$ cat src/design/gpirq_pkg.sv
// Package for the GPIO port with shared interrupt lines
package gpirq_pkg;

  // Register offsets (byte addresses)
  localparam logic [11:0] GPIRQ_OFS_DRIVE  = 12'h500;
  localparam logic [11:0] GPIRQ_OFS_LEVEL  = 12'h508;
  localparam logic [11:0] GPIRQ_OFS_INTCTL = 12'h510;
  localparam logic [11:0] GPIRQ_OFS_ISTAT  = 12'h518;
  localparam logic [11:0] GPIRQ_OFS_IMASK  = 12'h520;

  // Field positions inside 64-bit registers
  localparam int GPIRQ_LO_LSB = 0;
  localparam int GPIRQ_HI_LSB = 32;

  // Reset values
  localparam logic [31:0] GPIRQ_RST_DRIVE_N = 32'hffffffff;
  localparam logic [31:0] GPIRQ_RST_FUNC_N  = 32'hffff0000;
  localparam logic [31:0] GPIRQ_RST_OUT     = 32'h0;
  localparam logic [31:0] GPIRQ_RST_POL     = 32'h0;
  localparam logic [31:0] GPIRQ_RST_IEN     = 32'h0;
  localparam logic [7:0]  GPIRQ_RST_ISTAT   = 8'h0;
  localparam logic [7:0]  GPIRQ_RST_IMASK   = 8'h0;

  // Geometry
  localparam int GPIRQ_PINS  = 32;
  localparam int GPIRQ_LINES = 8;

  // Register bus request
  typedef struct packed {
    logic [11:0] addr;
    logic [63:0] wdata;
    logic        wr;
    logic        rd;
  } gpirq_bus_s;

  // Pad bundle
  typedef struct packed {
    logic [31:0] out;
    logic [31:0] oe;
  } gpirq_pad_s;

endpackage

$ cat src/design/gpirq_line_merge.sv
// Folds 32 qualified pins onto eight shared interrupt lines
`timescale 1ns/10ps
module gpirq_line_merge
  import gpirq_pkg::*;
#(
  parameter int PINS  = 32,
  parameter int LINES = 8
) (
  // Per-pin inputs
  input  wire logic [PINS-1:0]  pin_level,
  input  wire logic [PINS-1:0]  pin_pol,
  input  wire logic [PINS-1:0]  pin_en,
  // Shared lines
  output logic      [LINES-1:0] line_out
);

  logic [PINS-1:0] pin_hit;

  genvar g;
  generate
    for (g = 0; g < LINES; g = g + 1) begin : g_line
      logic [PINS/LINES-1:0] grp;
      genvar k;
      for (k = 0; k < PINS/LINES; k = k + 1) begin : g_pin
        assign grp[k] = pin_hit[g + k*LINES];
      end
      // Pin n to line n mod 8
      assign line_out[g] = |grp;
    end
  endgenerate

  assign pin_hit = pin_en & ~(pin_level ^ pin_pol);

endmodule

$ cat src/design/gpirq_port.sv
// GPIO port: registers, pad drive, input sampling and interrupt lines
// Operation
// - 32 pins, same bit index everywhere
// - 0x500 low half: drive enables, low
// - 0x508 low half: output levels, reset zero
// - 0x510 low half: interrupt polarity per pin
// - 0x510 high half: interrupt enables, high
// - Pins 0-15 reset as undriven inputs
// - Pins 16-31 reset to alternate function, undriven
// - Alternate functions on all 32 pins
// - Pin n feeds line n mod 8
// - Single enabled pin allows edge use
`timescale 1ns/10ps
module gpirq_port
  import gpirq_pkg::*;
#(
  parameter int PINS  = 32,
  parameter int LINES = 8
) (
  // Clock and reset
  input  wire logic              mclk,
  input  wire logic              reset,
  // Register port
  input  wire logic [11:0]       reg_addr,
  input  wire logic [63:0]       reg_wdata,
  input  wire logic              reg_wr,
  input  wire logic              reg_rd,
  output logic      [63:0]       reg_rdata,
  // Pads
  input  wire logic [PINS-1:0]   pad_in,
  output logic      [PINS-1:0]   pad_out,
  output logic      [PINS-1:0]   pad_oe,
  // Alternate function side
  input  wire logic [PINS-1:0]   alt_out,
  input  wire logic [PINS-1:0]   alt_oe,
  output logic      [PINS-1:0]   alt_in,
  output logic                   serial_periph_select_one,
  output logic                   serial_periph_select_two,
  output logic                   second_serial_receive,
  output logic                   timebase_sync_reset_in_n,
  output logic                   overheat_alert_n,
  output logic                   thermal_shutdown_n,
  // Interrupts
  output logic      [LINES-1:0]  irq_line,
  output logic                   irq
);

  typedef struct packed {
    logic [PINS-1:0]  drive_low;
    logic [PINS-1:0]  func_low;
    logic [PINS-1:0]  out_lvl;
    logic [PINS-1:0]  pol;
    logic [PINS-1:0]  ien;
    logic [PINS-1:0]  sync1;
    logic [PINS-1:0]  sync2;
    logic [LINES-1:0] line_prev;
    logic [LINES-1:0] istat;
    logic [LINES-1:0] imask;
    logic [63:0]      rdata;
    logic [PINS-1:0]  pad_out;
    logic [PINS-1:0]  pad_oe;
  } gpirq_state_s;

  gpirq_state_s st_ff;
  gpirq_state_s nxt_st;
  logic [LINES-1:0] line_w;
  logic [LINES-1:0] line_rise;
  gpirq_bus_s       bus;

  assign bus = '{addr: reg_addr, wdata: reg_wdata, wr: reg_wr, rd: reg_rd};

  function automatic logic hit(input logic [11:0] a, input logic [11:0] ofs);
    hit = (a == ofs);
  endfunction

  gpirq_line_merge #(
    .PINS  (PINS),
    .LINES (LINES)
  ) u_merge (
    .pin_level (st_ff.sync2),
    .pin_pol   (st_ff.pol),
    .pin_en    (st_ff.ien),
    .line_out  (line_w)
  );

  // Asserting-edge of each shared line
  assign line_rise = line_w & ~st_ff.line_prev;

  always_comb begin
    nxt_st = st_ff;
    // Two-stage pad sampler
    nxt_st.sync1     = pad_in;
    nxt_st.sync2     = st_ff.sync1;
    nxt_st.line_prev = line_w;
    nxt_st.rdata     = 64'h0;
    if (bus.wr) begin
      if (hit(bus.addr, GPIRQ_OFS_DRIVE)) begin
        nxt_st.drive_low = bus.wdata[GPIRQ_LO_LSB +: 32];
        nxt_st.func_low  = bus.wdata[GPIRQ_HI_LSB +: 32];
      end
      if (hit(bus.addr, GPIRQ_OFS_LEVEL)) begin
        nxt_st.out_lvl = bus.wdata[GPIRQ_LO_LSB +: 32];
      end
      if (hit(bus.addr, GPIRQ_OFS_INTCTL)) begin
        nxt_st.pol = bus.wdata[GPIRQ_LO_LSB +: 32];
        nxt_st.ien = bus.wdata[GPIRQ_HI_LSB +: 32];
      end
      if (hit(bus.addr, GPIRQ_OFS_ISTAT)) begin
        nxt_st.istat = st_ff.istat & ~bus.wdata[LINES-1:0];
      end
      if (hit(bus.addr, GPIRQ_OFS_IMASK)) begin
        nxt_st.imask = bus.wdata[LINES-1:0];
      end
    end
    // Set wins over write-one clear
    nxt_st.istat = nxt_st.istat | line_rise;
    if (bus.rd) begin
      case (bus.addr)
        GPIRQ_OFS_DRIVE:  nxt_st.rdata = {st_ff.func_low, st_ff.drive_low};
        GPIRQ_OFS_LEVEL:  nxt_st.rdata = {st_ff.sync2, st_ff.out_lvl};
        GPIRQ_OFS_INTCTL: nxt_st.rdata = {st_ff.ien, st_ff.pol};
        GPIRQ_OFS_ISTAT:  nxt_st.rdata = {56'h0, st_ff.istat};
        GPIRQ_OFS_IMASK:  nxt_st.rdata = {56'h0, st_ff.imask};
        default:          nxt_st.rdata = 64'h0;
      endcase
    end
    // Per-pin pad mux, GPIO or alternate
    nxt_st.pad_oe  = (~nxt_st.drive_low & ~nxt_st.func_low) | (alt_oe & nxt_st.func_low);
    nxt_st.pad_out = (nxt_st.out_lvl & ~nxt_st.func_low) | (alt_out & nxt_st.func_low);
    if (reset) begin
      nxt_st.drive_low = GPIRQ_RST_DRIVE_N;
      nxt_st.func_low  = GPIRQ_RST_FUNC_N;
      nxt_st.out_lvl   = GPIRQ_RST_OUT;
      nxt_st.pol       = GPIRQ_RST_POL;
      nxt_st.ien       = GPIRQ_RST_IEN;
      nxt_st.istat     = GPIRQ_RST_ISTAT;
      nxt_st.imask     = GPIRQ_RST_IMASK;
      nxt_st.line_prev = '0;
      nxt_st.rdata     = 64'h0;
      nxt_st.pad_out   = '0;
      nxt_st.pad_oe    = '0;
      nxt_st.sync1     = '0;
      nxt_st.sync2     = '0;
    end
  end

  always_ff @(posedge mclk) begin
    st_ff <= nxt_st;
  end

  assign reg_rdata = st_ff.rdata;
  assign pad_out   = st_ff.pad_out;
  assign pad_oe    = st_ff.pad_oe;
  assign alt_in                   = st_ff.sync2 & st_ff.func_low;
  assign serial_periph_select_one = alt_out[0];
  assign serial_periph_select_two = alt_out[1];
  assign second_serial_receive    = st_ff.func_low[2] ? st_ff.sync2[2] : 1'b1;
  assign timebase_sync_reset_in_n = st_ff.func_low[13] ? st_ff.sync2[13] : 1'b1;
  assign overheat_alert_n         = st_ff.func_low[14] ? st_ff.sync2[14] : 1'b1;
  assign thermal_shutdown_n       = st_ff.func_low[15] ? st_ff.sync2[15] : 1'b1;
  // Level lines; rising edges latched in istat drive irq where imask is set
  assign irq_line = line_w;
  assign irq      = |(st_ff.istat & st_ff.imask);

  chk_drive_reset: assert property (@(posedge mclk)
    reset
    |=> st_ff.pad_oe == '0 && st_ff.drive_low == GPIRQ_RST_DRIVE_N)
    else $error("pads driven after reset");

  chk_drive_write: assert property (@(posedge mclk)
    disable iff (reset)
    reg_wr && hit(reg_addr, GPIRQ_OFS_DRIVE)
    |=> st_ff.drive_low == $past(reg_wdata[GPIRQ_LO_LSB +: 32]))
    else $error("drive enables not stored");

  chk_gpio_drive: assert property (@(posedge mclk)
    disable iff (reset)
    ((st_ff.pad_oe ^ ~st_ff.drive_low) & ~st_ff.func_low) == '0)
    else $error("GPIO pad drive disagrees with enable");

  chk_func_reset: assert property (@(posedge mclk)
    reset
    |=> st_ff.func_low == GPIRQ_RST_FUNC_N)
    else $error("function select reset wrong");

  chk_func_write: assert property (@(posedge mclk)
    disable iff (reset)
    reg_wr && hit(reg_addr, GPIRQ_OFS_DRIVE)
    |=> st_ff.func_low == $past(reg_wdata[GPIRQ_HI_LSB +: 32]))
    else $error("function selects not stored");

  chk_out_reset: assert property (@(posedge mclk)
    reset
    |=> st_ff.out_lvl == GPIRQ_RST_OUT)
    else $error("output level reset wrong");

  chk_out_write: assert property (@(posedge mclk)
    disable iff (reset)
    reg_wr && hit(reg_addr, GPIRQ_OFS_LEVEL)
    |=> st_ff.out_lvl == $past(reg_wdata[GPIRQ_LO_LSB +: 32]))
    else $error("output level not stored");

  chk_gpio_level: assert property (@(posedge mclk)
    disable iff (reset)
    ((st_ff.pad_out ^ st_ff.out_lvl) & ~st_ff.func_low) == '0)
    else $error("GPIO pad level disagrees with register");

  chk_input_read: assert property (@(posedge mclk)
    disable iff (reset)
    reg_rd && hit(reg_addr, GPIRQ_OFS_LEVEL)
    |=> reg_rdata[GPIRQ_HI_LSB +: 32] == $past(st_ff.sync2))
    else $error("input sample readback wrong");

  chk_intctl_reset: assert property (@(posedge mclk)
    reset
    |=> st_ff.pol == GPIRQ_RST_POL && st_ff.ien == GPIRQ_RST_IEN)
    else $error("interrupt control reset wrong");

  chk_pol_write: assert property (@(posedge mclk)
    disable iff (reset)
    reg_wr && hit(reg_addr, GPIRQ_OFS_INTCTL)
    |=> st_ff.pol == $past(reg_wdata[GPIRQ_LO_LSB +: 32]))
    else $error("polarity not stored");

  chk_ien_write: assert property (@(posedge mclk)
    disable iff (reset)
    reg_wr && hit(reg_addr, GPIRQ_OFS_INTCTL)
    |=> st_ff.ien == $past(reg_wdata[GPIRQ_HI_LSB +: 32]))
    else $error("interrupt enables not stored");

  chk_ien_gate: assert property (@(posedge mclk)
    disable iff (reset)
    st_ff.ien == '0
    |-> irq_line == '0)
    else $error("line active with no enables");

  chk_line_reset: assert property (@(posedge mclk)
    reset
    |=> irq_line == '0 && !irq)
    else $error("interrupt active after reset");

  chk_low_undriven: assert property (@(posedge mclk)
    reset ##1 !reset
    |-> pad_oe[15:0] == 16'h0 && st_ff.func_low[15:0] == 16'h0)
    else $error("low pins driven at reset");

  chk_high_undriven: assert property (@(posedge mclk)
    reset ##1 !reset
    |-> pad_oe[PINS-1:16] == '0 && &st_ff.func_low[PINS-1:16])
    else $error("high pins wrong at reset");

  chk_alt_gated: assert property (@(posedge mclk)
    disable iff (reset)
    (alt_in & ~st_ff.func_low) == '0)
    else $error("alternate input leaks in GPIO mode");

  chk_alt_drive: assert property (@(posedge mclk)
    disable iff (reset)
    !$past(reset)
    |-> ((st_ff.pad_oe ^ $past(alt_oe)) & st_ff.func_low) == '0
        && ((st_ff.pad_out ^ $past(alt_out)) & st_ff.func_low) == '0)
    else $error("alternate pad drive wrong");

  chk_rxd_idle: assert property (@(posedge mclk)
    disable iff (reset)
    !st_ff.func_low[2]
    |-> second_serial_receive)
    else $error("serial receive active in GPIO mode");

  chk_alert_idle: assert property (@(posedge mclk)
    disable iff (reset)
    st_ff.func_low[15:13] == 3'h0
    |-> timebase_sync_reset_in_n && overheat_alert_n
        && thermal_shutdown_n)
    else $error("sideband input active in GPIO mode");

  for (genvar gl = 0; gl < LINES; gl++) begin : g_chk_line
    logic [PINS/LINES-1:0] exp_hit;
    for (genvar gk = 0; gk < PINS/LINES; gk++) begin : g_pin
      assign exp_hit[gk] = st_ff.ien[gl + gk*LINES]
                         & (st_ff.sync2[gl + gk*LINES] == st_ff.pol[gl + gk*LINES]);
    end
    chk_line_map: assert property (@(posedge mclk)
      disable iff (reset)
      irq_line[gl] == |exp_hit)
      else $error("shared line disagrees with its pins");
  end

  chk_status_set: assert property (@(posedge mclk)
    disable iff (reset)
    |line_rise
    |=> (st_ff.istat & $past(line_rise)) == $past(line_rise))
    else $error("line edge not recorded");

  chk_status_sticky: assert property (@(posedge mclk)
    disable iff (reset)
    !(reg_wr && hit(reg_addr, GPIRQ_OFS_ISTAT))
    |=> ($past(st_ff.istat) & ~st_ff.istat) == '0)
    else $error("status bit lost without clear");

  chk_istat_clear: assert property (@(posedge mclk)
    disable iff (reset)
    reg_wr && hit(reg_addr, GPIRQ_OFS_ISTAT) && line_rise == '0
    |=> (st_ff.istat & $past(reg_wdata[LINES-1:0])) == '0)
    else $error("status bit not cleared");

  chk_irq_masked: assert property (@(posedge mclk)
    disable iff (reset)
    st_ff.imask == '0
    |-> !irq)
    else $error("interrupt raised while fully masked");

endmodule

$ cat config.mk
export PLATFORM = sky130hd
export DESIGN_NAME = gpirq_port
export DESIGN_NICKNAME = d
export VERILOG_FILES = /design/src/design/gpirq_pkg.sv /design/src/design/gpirq_line_merge.sv /design/src/design/gpirq_port.sv
export SDC_FILE = /design/constraint.sdc
export NUM_CORES = 1
export LEC_CHECK = 0
export BUFFER_PORTS_ARGS = -buffer_cell sky130_fd_sc_hd__buf_2
export CAP_MARGIN = 0
export CORE_MARGIN = 5
export CORE_UTILIZATION = 50
export CTS_CLUSTER_SIZE = 8
export DETAILED_ROUTE_END_ITERATION = 8
export PLACE_DENSITY = 0.85
export SETUP_SLACK_MARGIN = 0.5
export SYNTH_ARGS = -nofsm -noshare
export SYNTH_HDL_FRONTEND = slang
export SYNTH_SLANG_ARGS = --single-unit
$ cat constraint.sdc
create_clock -name mclk -period 3.99 [get_ports mclk]
set_clock_uncertainty 0.1 [all_clocks]
set_input_delay 0.5985 -clock mclk [delete_from_list [all_inputs] [get_ports mclk]]
set_output_delay 0.5985 -clock mclk [all_outputs]
set_load 0.005 [all_outputs]
# Yosys cells after proc, flatten, opt, wreduce, memory -nomap -nowiden
# Index checks and enable logic that the tools add are counted.
[totals]
regBits = 376
inputBits = 176
out_inout_bits = 175
[classes]
n_bitwise = 19
eq_ne = 5
n_reduce_logical = 12
n_mux = 12
[op_table]
columns = ["operator", "count"]
rows = [
  ["$pmux 64 s5", 1],
  ["$and 32x32->32", 6],
  ["$mux 160", 1],
  ["$mux 64", 2],
  ["$not 32->32", 3],
  ["$or 32x32->32", 2],
  ["$eq 12x11->1 const B", 5],
  ["$mux 32", 1],
  ["$reduce_or 4->1", 8],
  ["$xor 32x32->32", 1],
  ["$and 8x8->8", 3],
  ["$mux 16", 1],
  ["$mux 8", 2],
  ["$not 8->8", 2],
  ["$or 8x8->8", 1],
  ["$reduce_or 8->1", 1],
  ["$mux 1", 4],
  ["$reduce_and 2->1", 2],
  ["$reduce_or 2->1", 1],
  ["$not 1->1", 1],
]

# Logic depth before layout (Yosys ltp)
[logic_depth]
ltp_word = 6
mapped_depth = 8

# Cells and area by module
# Synthesis repeated with hierarchy kept, for this count alone.
[hier_totals]
cells_unflattened = 1682
hier_area_um2 = 16094.2
[modules_own_cells]
columns = ["module", "seq_area_each_um2", "n_inst", "area_per_inst_um2", "cells_per_inst"]
rows = [
  ["gpirq_port", 7527.2, 1, 15663.8, 1626],
  ["gpirq_line_merge", 0.0, 1, 430.4, 56],
]

# Worst setup path after synthesis
# No wires, ideal clock.
[synth_path]
path_type = "input port to flip-flop"
from = "input reg_addr[3]"
to = "register st_ff (netlist bit pad_oe[6])"
arrival_time_ns = 1.932
setup_ns = 0.118
required_ns = 3.772
path_slack_ns = 1.841
cell_stages = 7
path_cell_list = "buf_2 > nor4b_1 > nand4_1 > buf_6 > buf_6 > or3_1 > o2111a_1"
[synth_via]
elab_chain_cells = 6
word_cells_on_any_way = 8
cone_classes = "1 x eq/ne; 2 x mux; 5 x bitwise"
[synth_lines]
columns = ["element", "line", "source"]
rows = [
  ["from (decl)", "gpirq_port.sv:24", "input wire logic [11:0] reg_addr,"],
  ["$eq 12x11->1 (*)", "gpirq_port.sv:73", "hit = (a == ofs);"],
  ["$mux 64 (*)", "gpirq_port.sv:97", "if (hit(bus.addr, GPIRQ_OFS_DRIVE)) begin"],
  ["$mux 160 (*)", "gpirq_port.sv:96", "if (bus.wr) begin"],
  ["$not 32->32", "gpirq_port.sv:128", "nxt_st.pad_oe = (~nxt_st.drive_low & ~nxt_st.func_low) | (alt_oe & nxt_st.func_low);"],
  ["$and 32x32->32", "gpirq_port.sv:128", ""],
  ["$or 32x32->32 (*)", "gpirq_port.sv:128", ""],
  ["to (signal assigned)", "gpirq_port.sv:148", "st_ff <= nxt_st;"],
  ["to (decl)", "gpirq_port.sv:64", "gpirq_state_s st_ff;"],
]
# Every way passes the cells marked *; elsewhere a longest branch is shown, timed or not.
# A chain may end at the register's enable or synchronous reset.

# Worst setup path in the final report
[layout_path]
from = "register st_ff[170] in the netlist's numbering"
to = "output irq_line[2]"
[layout_via]
elab_chain_cells = 4
[layout_lines]
columns = ["element", "line", "source"]
rows = [
  ["$xor 32x32->32", "gpirq_line_merge.sv:32", "assign pin_hit = pin_en & ~(pin_level ^ pin_pol);"],
  ["$not 32->32", "gpirq_line_merge.sv:32", ""],
  ["$and 32x32->32", "gpirq_line_merge.sv:32", ""],
  ["$reduce_or 4->1", "gpirq_line_merge.sv:28", "assign line_out[g] = |grp;"],
  ["to (decl)", "gpirq_port.sv:44", "output logic [LINES-1:0] irq_line,"],
]
# No other way between the ends.

==> results.rst <==
.. list-table::
   :header-rows: 1

   * - Metric
     - Value
   * - Outcome
     - complete, no violations
   * - Number of warning messages in the yosys log
     - 0
   * - Yosys cell types
     - 43
   * - Post-Syn Nets
     - 1905
   * - Clock root buffer master
     - clkbuf_16
   * - Sinks on Clock Net
     - 376
   * - Die area
     - 36200 um^2
   * - Critical path arrival
     - 2.04 ns
   * - Mapped Cells
     - 1729
   * - Number of H-tree levels
     - 2
   * - WL/cell
     - 20.2 um
   * - Biggest area consumer among synthesized cells
     - dfxtp_1
   * - CTS Buf Count
     - between 50 and 60
   * - R2r startpoint
     - st_ff[170]
   * - I/O pin count
     - 351
   * - Floorplan die width
     - 190 um
   * - Transition at the pin with the smallest max-transition slack
     - ~0.93 ns
   * - Number of DRC violations after detailed-routing iteration 0
     - 1051
   * - Critical Path RT
     - 3.29 ns
   * - Worst min-delay path endpoint
     - st_ff[198]
   * - Setup_tns
     - 0 ns
   * - Worst r2r path cells
     - 4
   * - Initial antenna violation count
     - 5
   * - Leakage
     - 0.00805 uW
   * - Maximum number of pins on one net before global-route repair
     - 134
   * - Floorplan Core Area
     - 32300 um^2
   * - Syn Area/Cell
     - 9.39 um^2
   * - Achievable Freq
     - roughly 0.37 GHz
   * - Via-per-instance ratio
     - 5.65
   * - Critical register-to-register path endpoint
     - st_ff[138]
   * - Max Cap Viol
     - 0
   * - Detailed Routing Iterations Pass 1
     - 5
   * - Post-synthesis simple-gate area fraction
     - between 10% and 20%
   * - Adder and majority cell fraction of the synthesized area
     - 0%
   * - Maximum fanout count along the critical path
     - 3
   * - Nature of the critical path endpoint
     - output port
   * - Number of enable flip-flop cells after synthesis
     - 0
   * - Worst path cell trace
     - xnor2_1 -> a22oi_1 -> nand2_1 -> buf_2
   * - Via total after detailed routing
     - around 13000
   * - Wire length of the first global-routing pass
     - 73400 um
   * - Hold path start
     - pad_in[14]
   * - Post-synthesis compound-gate area fraction
     - 12.2%
   * - Post-CTS setup-driven buffer insertion count
     - 0
   * - Number of global-route vias before repair
     - 13300
   * - Worst-case clock buffer depth
     - 3
   * - Routability congestion estimate
     - around 0.86
   * - Growth of design area from synthesis to finish
     - 15.5%
   * - Synthesized cell area
     - ~16000 um^2
   * - Instance count along the most critical hold path
     - 2
   * - Sequential cell area fraction in the yosys report
     - 46.4%
   * - Fin crit period
     - 2.74 ns
   * - WL final
     - roughly 48000 um
   * - Crit share post-route
     - 68.6%
   * - Final Hold Slack
     - ~0.15 ns
   * - Post-detailed-route DRC marker count
     - 0
   * - Min-delay worst type
     - primary input to register
   * - Number of cells upsized or downsized after cts
     - 0
   * - Final-report setup violation count
     - 0
   * - Dpl ws
     - 1.09 ns
   * - Remaining antenna violation count after routing
     - 0
   * - Area fraction of the dominant cell type after synthesis
     - 46.4%
   * - Starting density of the core
     - 50.3%
   * - Die height
     - 190 um
   * - Ys async rst share
     - 0%
   * - TritonCTS clock tree
     - done
   * - Hold buffer count at CTS
     - 0
   * - Number of hold violations in the final report
     - 0
   * - Count of state elements after synthesis
     - about 380
   * - Main combinational cell family by area after synthesis
     - simple AND/OR/NAND/NOR gates
   * - Worst vdd rail ir drop
     - 326 uV
   * - Kind of start point of the critical path
     - register
   * - Post-CTS clock slew at the launch and capture registers of the worst setup and hold paths
     - roughly 0.050 ns
   * - Total Routing Usage GR
     - 25.3%
   * - Row count
     - 66
   * - Critical path start-end classification
     - register to output port
   * - Total power per unit cell area
     - 439 nW/um^2
   * - Clock insertion delay at the later pin of the skew report
     - 0.55 ns
   * - Layout cell share with drive strength beyond 1
     - 27.1%
   * - Unrepaired setup endpoints after global routing
     - false
   * - Dominant synthesized flop cell
     - dfxtp_1
   * - Max-slew violation count
     - 0
   * - Post-Synth XOR/XNOR Area
     - 1.73%
   * - Worst stage delay on the critical path
     - ~0.58 ns
   * - Biggest area contributors in the synthesized netlist
     - dfxtp_1, buf_4, mux2i_1
   * - Post-layout nets
     - 2089
   * - Worst-case headroom to the max-slew limit
     - 37.6%
   * - Setup slack after layout
     - 1.25 ns
   * - Number of port buffers
     - 350
   * - Global-route congestion overflow total
     - 0
   * - Fraction of synthesized area in multiplexers
     - 11.5%
   * - Slowest stage cell on the critical path
     - a22oi_1
   * - Hpwl dp
     - 33200 um
   * - Reg-to-reg slack, setup
     - 2.37 ns
[cells in the final DEF (no fill, tap or decap), types with 2 or more instances in the layout]
| cell type | instances |
|---|---|
| or3_1 | 8 |
| clkbuf_16 | 55 |
| inv_2 | 2 |
| and3_1 | 2 |
| o21ai_0 | 11 |
| and2_1 | 32 |
| nor4bb_1 | 3 |
| xnor2_1 | 32 |
| nand4_1 | 6 |
| o22a_1 | 5 |
| a32oi_1 | 34 |
| buf_12 | 7 |
| a2bb2oi_1 | 5 |
| mux2i_2 | 18 |
| nor2_1 | 99 |
| dfxtp_1 | 376 |
| o211ai_1 | 8 |
| and4_2 | 3 |
| buf_4 | 11 |
| o2111a_1 | 22 |
| nand2b_1 | 69 |
| nand3_1 | 38 |
| diode_2 | 5 |
| a31oi_1 | 11 |
| a21oi_1 | 117 |
| a21o_1 | 8 |
| nor2b_1 | 68 |
| a211oi_1 | 32 |
| mux2_2 | 56 |
| mux2i_1 | 99 |
| buf_2 | 348 |
| o221a_2 | 11 |
| nand2_1 | 230 |
| a22oi_1 | 20 |
| nand3b_1 | 38 |
| inv_1 | 19 |
[cell usage after synthesis, drive strengths merged (2+ instances only)]
library cell	number
a22oi	20
nand2	230
dfxtp	376
inv	21
mux2i	117
a2bb2oi	5
a32oi	34
nand4	6
mux2	56
a211oi	32
nor4b	2
a31oi	11
o22a	5
nand3	39
o21ai	11
nor2	99
and2	32
buf	174
nand3b	38
nand2b	69
clkbuf	64
nor4bb	3
a21o	8
o211ai	8
and4	4
o221a	11
o2111a	22
a21oi	117
and3	2
nor2b	68
or3	8
xnor2	32
[flip-flops by register name, summed over array words and instances, names as in the netlist]
register / count
st_ff: 248
reg_rdata: 64
pad_oe: 32
pad_out: 32
[worst max-delay path by stage]
stage,startpoint,end,slack (ns),cells past startpoint
2_1_floorplan,reg_addr[3],pad_oe[6],1.84,7
3_3_place_gp,reg_addr[3],pad_out[13],1.28,6
3_5_place_dp,reg_addr[3],st_ff[265],1.09,6
4_1_cts,st_ff[170],irq_line[2],1.25,4
5_1_grt,st_ff[170],irq_line[2],1.18,4
6_report,st_ff[170],irq_line[2],1.25,4
[report_power, final]
part	total (uW)	switching [uW]	internal [uW]
clock network	3970	1510	2460
registers	3830	22.1	3810
logic	425	234	191
[stage by stage]
stage               std cells  instance area [um^2]  power [uW]  util [%]
floorplan                1729                 16200        4140         -
global placement         2300                 17300        4320      53.6
detailed placement       2300                 17300        4330      53.6
CTS                      2359                 18700        8280      58.0
global route             2362                 18700        8510      58.0
finish                   2364                 18700        8230      58.0
[cells by family (layout without fill, tap and decap cells)]
| logic type | Yosys count | in the layout |
|---|---|---|
| AOI/OAI and AO/OA | 285 | 285 |
| xor gates and xnor gates | 32 | 32 |
| buffers and inverters | 259 | 447 |
| DFF | 376 | 376 |
| muxes | 173 | 173 |
| other | 0 | 5 |
| and+or+nand+nor | 604 | 604 |
[area by class of cell]
type,count,area [um^2]
antenna,5,12.5
multi-input combinational,1094,7160
fill,2631,13600
sequential,376,7530
tap,442,553
timing repair buffer,367,1980
clock inverter,3,43.8
clock buffer,56,1380
inverter,21,78.8
[per-layer routing]
metal | vias to the layer above | share of wire, % | track usage (%)
met5 | - | 0.056 | 0
met4 | 4 | 3.5 | 9.86
met3 | 112 | 7.2 | 4.33
met2 | 673 | 49 | 43.1
met1 | 6401 | 41 | 32.1
li1 | 6165 | - | -
[worst max-delay path: cells and delay by family (launching register included)]
family | cells | cell delay, ns
AOI/OAI and AO/OA | 1 | 0.58
xor gates and xnor gates | 1 | 0.23
buffers and inverters | 1 | 0.18
DFF | 1 | 0.33
and+or+nand+nor | 1 | 0.18
No activity file was read; power rests on OpenSTA's default activity.
